$ cat src/ies_map.vh
`ifndef IES_MAP_VH
`define IES_MAP_VH
// I/O addresses of the stack pointer bytes
`define IES_ADDR_SP_LOW 6'h3D
`define IES_ADDR_SP_HIGH 6'h3E
// I/O address of the core flags
`define IES_ADDR_FLAGS 6'h3F
// Top of data memory, stack pointer reset value
`define IES_TOP_OF_DATA_MEMORY 16'h025F
// Core flag bit positions
`define IES_FLAG_I 7
`define IES_FLAG_T 6
`define IES_FLAG_H 5
`define IES_FLAG_S 4
`define IES_FLAG_V 3
`define IES_FLAG_N 2
`define IES_FLAG_Z 1
`define IES_FLAG_C 0
// Core flags reset value
`define IES_FLAGS_RESET 8'h00
// Number of request sources
`define IES_NUM_SRC 8
// Entry and return lengths in core clocks
`define IES_ENTRY_CYCLES 3'h4
`define IES_RETURN_CYCLES 3'h4
`define IES_WAKE_EXTRA_CYCLES 3'h4
`endif

$ cat src/ies_seq.v
// Function
// - Fetch next instruction while executing current
// - Two-register ALU op completes in one cycle
// - Take request only with source and global enable
// - Lowest vector wins; reset highest priority
// - Entry clears global enable flag
// - Handler may set global enable to nest
// - Return sets global enable flag
// - Vectoring clears flag-type request flag
// - Writing one clears flag; zero keeps
// - Disabled flags stay pending until served
// - Level requests only while condition present
// - One instruction runs after return before service
// - Flags not saved on entry or return
// - Clear-global instruction blocks same-cycle requests
// - Instruction after set-global runs before service
// - Entry lasts four cycles, pushes program counter
// - Multi-cycle instruction completes before service
// - Wake from sleep adds four entry cycles
// - Return takes four cycles, pops, adds two
// - Global enable is flag bit seven
// - Sign flag equals negative xor overflow
// - Bit six is bit-store/bit-load storage
// - Push on entry subtracts two from pointer
`timescale 1ns/1ps
`include "ies_map.vh"
module ies_seq (
	// Clock and reset
	input wire i_ref_clk,
	input wire i_rst_b,
	// Peripheral requests
	input wire [`IES_NUM_SRC-1:0] i_src_event,
	input wire [`IES_NUM_SRC-1:0] i_src_level_type,
	input wire [`IES_NUM_SRC-1:0] i_src_enable,
	// Execution core handshake
	input wire i_instr_done,
	input wire i_set_global_instr,
	input wire i_clear_global_instr,
	input wire i_return_from_handler,
	input wire i_call_push,
	input wire i_sleeping,
	// ALU flag results
	input wire i_alu_flags_we,
	input wire [7:0] i_alu_flags,
	input wire i_bit_store_instr,
	input wire i_bit_store_value,
	// I/O register port
	input wire i_io_we,
	input wire i_io_re,
	input wire [5:0] i_io_addr,
	input wire [7:0] i_io_wdata,
	output reg [7:0] o_io_rdata,
	// Request flags clear by I/O write
	input wire i_flag_clr_we,
	input wire [`IES_NUM_SRC-1:0] i_flag_clr_mask,
	// Sequencer outputs
	output reg [`IES_NUM_SRC-1:0] o_pending,
	output reg o_entry_busy,
	output reg o_return_busy,
	output reg o_push_strobe,
	output reg o_pop_strobe,
	output reg o_vector_valid,
	output reg [3:0] o_vector_num,
	output reg [15:0] o_stack_pointer,
	output reg [7:0] o_core_flags,
	output reg o_bit_load_value
);
	// Sequencer states
	localparam ST_RUN = 2'h0;
	localparam ST_ENTRY = 2'h1;
	localparam ST_RETURN = 2'h2;

	// Synchronised peripheral event and level inputs, request flags, sequencer state and core registers
	reg [`IES_NUM_SRC-1:0] ev_s1_q;
	reg [`IES_NUM_SRC-1:0] ev_s2_q;
	reg [`IES_NUM_SRC-1:0] ev_prev_q;
	reg [`IES_NUM_SRC-1:0] flag_q;
	reg [1:0] state_q;
	reg [2:0] cnt_q;
	reg [3:0] win_q;
	reg hold_q;
	reg [7:0] flags_q;
	reg [15:0] sp_q;
	// Combinational request view
	wire [`IES_NUM_SRC-1:0] rise;
	wire [`IES_NUM_SRC-1:0] req;
	reg [3:0] win;
	reg win_any;
	integer k;

	// Two-stage synchroniser and edge history
	always @(posedge i_ref_clk or negedge i_rst_b) begin
		if (!i_rst_b) begin
			ev_s1_q <= 8'h00;
			ev_s2_q <= 8'h00;
			ev_prev_q <= 8'h00;
		end else begin
			ev_s1_q <= i_src_event;
			ev_s2_q <= ev_s1_q;
			ev_prev_q <= ev_s2_q;
		end
	end

	assign rise = ev_s2_q & ~ev_prev_q;

	// Per-source request: latched flag or live level
	genvar g;
	generate
		for (g = 0; g < `IES_NUM_SRC; g = g + 1) begin : g_src
			assign req[g] = (i_src_level_type[g] ? ev_s2_q[g] : flag_q[g])
				& i_src_enable[g];
		end
	endgenerate

	// Lowest index wins; index maps to vector order after reset
	always @* begin
		win = 4'h0;
		win_any = 1'b0;
		for (k = `IES_NUM_SRC - 1; k >= 0; k = k - 1) begin
			if (req[k]) begin
				win = k[3:0];
				win_any = 1'b1;
			end
		end
	end

	// Take decision: global enable, instruction boundary, no hold
	wire take = win_any && flags_q[`IES_FLAG_I]
		&& !i_clear_global_instr
		&& i_instr_done
		&& !hold_q
		&& state_q == ST_RUN;

	// Request flags: set wins over clears
	always @(posedge i_ref_clk or negedge i_rst_b) begin
		if (!i_rst_b) begin
			flag_q <= 8'h00;
		end else begin
			for (k = 0; k < `IES_NUM_SRC; k = k + 1) begin
				if (rise[k] && !i_src_level_type[k]) begin
					flag_q[k] <= 1'b1;
				end else if (i_flag_clr_we && i_flag_clr_mask[k]) begin
					flag_q[k] <= 1'b0;
				end else if (take && win == k[3:0]) begin
					flag_q[k] <= 1'b0;
				end
			end
		end
	end

	// Sequencer: entry and return timing
	always @(posedge i_ref_clk or negedge i_rst_b) begin
		if (!i_rst_b) begin
			state_q <= ST_RUN;
			cnt_q <= 3'h0;
			win_q <= 4'h0;
			hold_q <= 1'b0;
		end else begin
			case (state_q)
				ST_RUN: begin
					if (hold_q && i_instr_done) begin
						hold_q <= 1'b0;
					end
					if (take) begin
						state_q <= ST_ENTRY;
						win_q <= win;
						// Sleep wake adds extra cycles
						cnt_q <= i_sleeping ? 3'h7 : 3'h3;
					end else if (i_return_from_handler && i_instr_done) begin
						state_q <= ST_RETURN;
						cnt_q <= 3'h3;
					end else if (i_set_global_instr && i_instr_done) begin
						hold_q <= 1'b1;
					end
				end
				ST_ENTRY: begin
					if (cnt_q == 3'h0) begin
						state_q <= ST_RUN;
					end else begin
						cnt_q <= cnt_q - 3'h1;
					end
				end
				ST_RETURN: begin
					if (cnt_q == 3'h0) begin
						state_q <= ST_RUN;
						hold_q <= 1'b1;
					end else begin
						cnt_q <= cnt_q - 3'h1;
					end
				end
				default: begin
					state_q <= ST_RUN;
				end
			endcase
		end
	end

	// Core flags; never saved or restored by entry/return
	always @(posedge i_ref_clk or negedge i_rst_b) begin
		if (!i_rst_b) begin
			flags_q <= `IES_FLAGS_RESET;
		end else begin
			if (i_io_we && i_io_addr == `IES_ADDR_FLAGS) begin
				flags_q <= i_io_wdata;
			end else if (i_alu_flags_we) begin
				flags_q[5:0] <= i_alu_flags[5:0];
			end
			if (i_bit_store_instr) begin
				flags_q[`IES_FLAG_T] <= i_bit_store_value;
			end
			if (take || i_clear_global_instr) begin
				flags_q[`IES_FLAG_I] <= 1'b0;
			end else if (state_q == ST_RETURN && cnt_q == 3'h0) begin
				flags_q[`IES_FLAG_I] <= 1'b1;
			end else if (i_set_global_instr) begin
				flags_q[`IES_FLAG_I] <= 1'b1;
			end
		end
	end

	// Stack pointer: push subtracts two, pop adds two
	always @(posedge i_ref_clk or negedge i_rst_b) begin
		if (!i_rst_b) begin
			sp_q <= `IES_TOP_OF_DATA_MEMORY;
		end else if (take || i_call_push) begin
			sp_q <= sp_q - 16'h0002;
		end else if (state_q == ST_RETURN && cnt_q == 3'h0) begin
			sp_q <= sp_q + 16'h0002;
		end else if (i_io_we && i_io_addr == `IES_ADDR_SP_LOW) begin
			sp_q[7:0] <= i_io_wdata;
		end else if (i_io_we && i_io_addr == `IES_ADDR_SP_HIGH) begin
			sp_q[15:8] <= i_io_wdata;
		end
	end

	// Registered outputs
	always @(posedge i_ref_clk or negedge i_rst_b) begin
		if (!i_rst_b) begin
			o_io_rdata <= 8'h00;
			o_pending <= 8'h00;
			o_entry_busy <= 1'b0;
			o_return_busy <= 1'b0;
			o_push_strobe <= 1'b0;
			o_pop_strobe <= 1'b0;
			o_vector_valid <= 1'b0;
			o_vector_num <= 4'h0;
			o_stack_pointer <= `IES_TOP_OF_DATA_MEMORY;
			o_core_flags <= `IES_FLAGS_RESET;
			o_bit_load_value <= 1'b0;
		end else begin
			// Read data, unmapped reads zero
			if (i_io_re && i_io_addr == `IES_ADDR_SP_LOW) begin
				o_io_rdata <= sp_q[7:0];
			end else if (i_io_re && i_io_addr == `IES_ADDR_SP_HIGH) begin
				o_io_rdata <= sp_q[15:8];
			end else if (i_io_re && i_io_addr == `IES_ADDR_FLAGS) begin
				o_io_rdata <= {flags_q[7:5],
					flags_q[`IES_FLAG_N] ^ flags_q[`IES_FLAG_V], flags_q[3:0]};
			end else begin
				o_io_rdata <= 8'h00;
			end
			o_pending <= req;
			o_entry_busy <= take || (state_q == ST_ENTRY && cnt_q != 3'h0);
			o_return_busy <= (i_return_from_handler && i_instr_done && !take
				&& state_q == ST_RUN) || (state_q == ST_RETURN && cnt_q != 3'h0);
			o_push_strobe <= take;
			o_pop_strobe <= state_q == ST_RETURN && cnt_q == 3'h0;
			// Vector fetch after the entry period
			o_vector_valid <= state_q == ST_ENTRY && cnt_q == 3'h0;
			o_vector_num <= win_q + 4'h1;
			o_stack_pointer <= sp_q;
			// Sign flag always derived
			o_core_flags <= {flags_q[7:5],
				flags_q[`IES_FLAG_N] ^ flags_q[`IES_FLAG_V], flags_q[3:0]};
			o_bit_load_value <= flags_q[`IES_FLAG_T];
		end
	end
endmodule

$ cat config.mk
export PLATFORM = sky130hd
export DESIGN_NAME = ies_seq
export DESIGN_NICKNAME = d
export VERILOG_FILES = /design/src/ies_seq.v
export VERILOG_INCLUDE_DIRS = /design/src
export SDC_FILE = /design/constraint.sdc
export NUM_CORES = 1
export LEC_CHECK = 0
export BUFFER_PORTS_ARGS = -buffer_cell sky130_fd_sc_hd__buf_2
export CAP_MARGIN = 10
export CORE_UTILIZATION = 48
export DETAILED_ROUTE_END_ITERATION = 7
export GPL_TIMING_DRIVEN = 0
export HOLD_SLACK_MARGIN = 0.05
export PLACE_DENSITY_LB_ADDON = 0.05
export SLEW_MARGIN = 20
export SYNTH_ARGS = -nofsm -noshare
export SYNTH_HDL_FRONTEND = slang
export SYNTH_SLANG_ARGS = --single-unit
$ cat constraint.sdc
create_clock -name i_ref_clk -period 2.4 [get_ports i_ref_clk]
set_clock_uncertainty 0.2 [all_clocks]
set_input_delay 0.48 -clock i_ref_clk [delete_from_list [all_inputs] [get_ports i_ref_clk]]
set_output_delay 0.48 -clock i_ref_clk [all_outputs]
set_load 0.01 [all_outputs]
==> impl_metrics.toml <==
[sta]
period_needed_ns = 2.34
fmax_ghz = 0.428
setup_violations = 0
finalHoldViolCount = 0
post-route-period-util = 0.973
worst_slack_ns = 0.0646
max_slew_margin = 0.649
slew_viol_final = 0
tightestPinTransition_ns = 0.523

[floorplanning]
io_pins = 118
die_area_mm2 = 0.0109
core_mm2 = 0.0103
num_rows = 37
die_y_um = 105
fp.dieW_um = 105
start_util = 0.492

[synthesis]
synth.ff_latch_count = 113
syn_inst = 478
syn_area_per_cell_um2 = 10.6
synth_area_mm2 = 0.00505
syn_nets = 554
ys_types = 63
yosysSeqAreaShare = 0.563
async_flop_share = 1.00
yosysWarnings = 0
ys.flop_type = "dfrtp_1"
synth_edf_count = 0

[setup_path]
cp_data_arrival_time_ns = 2.53
cp_max_fo = 10
slowest_delay_ns = 0.39
required_ns = 2.59
crit_buf_inv = 4
cp_top_family = "buffers and inverters"
path_cells = "inv_2 -> ha_2 -> nand2b_4 -> or2_1 -> buf_6 -> inv_4 -> clkbuf_4 -> mux2i_1 -> o32a_1 -> nand3_1"
critPathKind = "reg2reg"
r2r_setup_slack_ns = 0.06
slowest_stage = "dfrtp_1"
cp-start-kind = "register"
crit_path_end_kind = "register"

[global_routing]
grt_pass1_vias = 4097
antenna_found_initial = 0
gr-usage-all-layers = 0.248
grt.overflow.total = 0
grt_pass1_wl_mm = 20.6
grt_max_degree = 62

[finish]
layout.cells.most_common = "buf_2"
antenna_cells = 0
areaGrowthSynthToFinish_pct = 37.0
final_area_mm2 = 0.00692
drive_gt1_frac = 0.347
layout_common_cells = "buf_2, dfrtp_1, nand2_1, nor2_1, inv_1"
nNetsFinal = 723
fill_cells = 837
fin_cells = 795

[place]
gp_congestion = 0.896
dpl_cell_area_mm2 = 0.00582
dpl.hpwl_mm = 8.93
placedCellCount = 727
io_buffers = 112
place_ws_ns = -0.398

[power_and_ir_drop]
p_int_mw = 4.86
switching_share = 0.305
power_leakage_nw = 3.36
pwr-share-seq = 0.379
power.density_mw_per_mm2 = 1010
combPwrFrac = 0.258
switching_power_mw = 2.13
pwr-share-clk = 0.363
ir_worst_vdd_mv = 0.533

[routing]
post_drt_wl_per_cell_um = 16.3
first_pass_iters = 7
routed_wl_mm = 13.0
via_per_inst = 5.42
initialDrtViolationCount = 254
ant_nets = 0
num_vias = 4309
drc = 0

[min_path]
hp-class = "in2reg"

[clocking]
cts_tree = "built"
ctsRootBufferMaster = "clkbuf_8"
h-tree-depth = 4
clkLatencyLatePin_ns = 0.51
cts_buffer_depth = 2
clock-sinks = 113
clk_pin_slew_ns = 0.06
numCtsBuffers = 17

[status]
status = "complete, no violations"

[job]
cap_viol_max_count = 0
kinds of logic after synthesis:
kind of cell,synth area share
AND/OR/NAND/NOR,0.157
flip-flops,0.563
AO/OA/AOI/OAI,0.146
buffers and inverters,0.0503
multiplexers,0.0414
XOR/XNOR,0.0225
adder cells (fa/ha/maj),0.0198
tightest hold or removal path: cells and delay by family:
kind / cells / cell delay, ns
buffers and inverters: 1 / 0.10
AOI/OAI and AO/OA: 1 / 0.10
and+or+nand+nor: 1 / 0.05
power groups by stage:
stage          Combinational, mW  Sequential, mW  Clock [mW]
5_1_grt                     1.97            2.71        2.67
2_1_floorplan              0.947            2.65           0
4_1_cts                     1.60            2.66        2.58
3_5_place_dp                1.59            2.61           0
3_3_place_gp                1.54            2.61           0
6_report                    1.81            2.65        2.54
metal layers:
layer / GRT usage / wire [µm] / vias up
li1: - / - / 2038
met1: 0.357 / 6160 / 2112
met2: 0.370 / 5950 / 142
met3: 0.0555 / 695 / 17
met4: 0.0855 / 142 / 0
met5: 0 / 0 / -
path summary, 6_finish.rpt:
kind                                                end  cells after the start                  from
max                                 sp_q[8]$_DFFE_PN0P_                     10  cnt_q[0]$_DFFE_PN0P_
max reg2reg                         sp_q[8]$_DFFE_PN0P_                     10  cnt_q[0]$_DFFE_PN0P_
max in group asynchronous  o_stack_pointer[3]$_DFF_PN1_                      3               i_rst_b
min reg2reg                        ev_s2_q[0]$_DFF_PN0_                      0  ev_s1_q[0]$_DFF_PN0_
min in group asynchronous     o_core_flags[6]$_DFF_PN0_                      2               i_rst_b
min                              flags_q[5]$_DFFE_PN0P_                      3         i_io_wdata[5]
final cells by class:
type | instances | area, µm² | share of cell area
Buffer | 22 | 121 | 0.0175
Timing Repair Buffer | 156 | 962 | 0.139
Tap cell | 136 | 170 | 0.0246
Clock buffer | 20 | 435 | 0.0629
Inverter | 32 | 123 | 0.0177
Sequential cell | 113 | 2850 | 0.411
Clock inverter | 11 | 163 | 0.0235
Multi-Input combinational cell | 305 | 2100 | 0.304
state kept, by name (all words and copies together) (netlist names), 8 cells and up:
name	count
ev_s2_q	8
o_stack_pointer	16
ev_s1_q	8
flag_q	8
ev_prev_q	8
sp_q	16
o_io_rdata	8
o_core_flags	8
o_pending	8
repair_timing:
item,in CTS,in global routing
hold buffers,19,0
cloned,0,0
setup endpoints to repair,19,20
resized for setup,18,25
pin swaps,3,2
endpoints found under the hold margin,64,0
buffers inserted,6,18
cell usage after synthesis (all sizes together), types with 3 or more instances:
library cell,number,area share
a211o,5,0.0087
a21boi,3,0.0045
a21oi,20,0.020
a222oi,8,0.016
a2bb2oi,4,0.012
a31oi,8,0.0099
a32o,4,0.0079
and2,3,0.0040
and3,6,0.0074
buf,13,0.015
clkbuf,15,0.011
dfrtp,99,0.49
dfstp,14,0.073
ha,8,0.020
inv,32,0.024
mux2,7,0.016
mux2i,13,0.026
nand2,47,0.035
nand2b,4,0.0050
nand3,15,0.015
nand4,7,0.0087
nor2,39,0.029
nor3,21,0.021
nor4,4,0.0079
o211ai,6,0.0089
o21ai,23,0.023
or3,6,0.0084
xnor2,5,0.0087
xor2,8,0.014
stage by stage:
step	total power [mW]	TNS, ns	util	hold WS (ns)
2_1_floorplan	3.60	0	-	-0.0156
3_5_place_dp	4.20	-4.79	0.566	0.135
5_1_grt	7.35	-0.0221	0.674	0.0610
3_3_place_gp	4.15	-66.63	0.563	0.132
6_report	7.00	0	0.674	0.0698
4_1_cts	6.84	0	0.652	0.0507
Power figures use the tool's default switching activity.
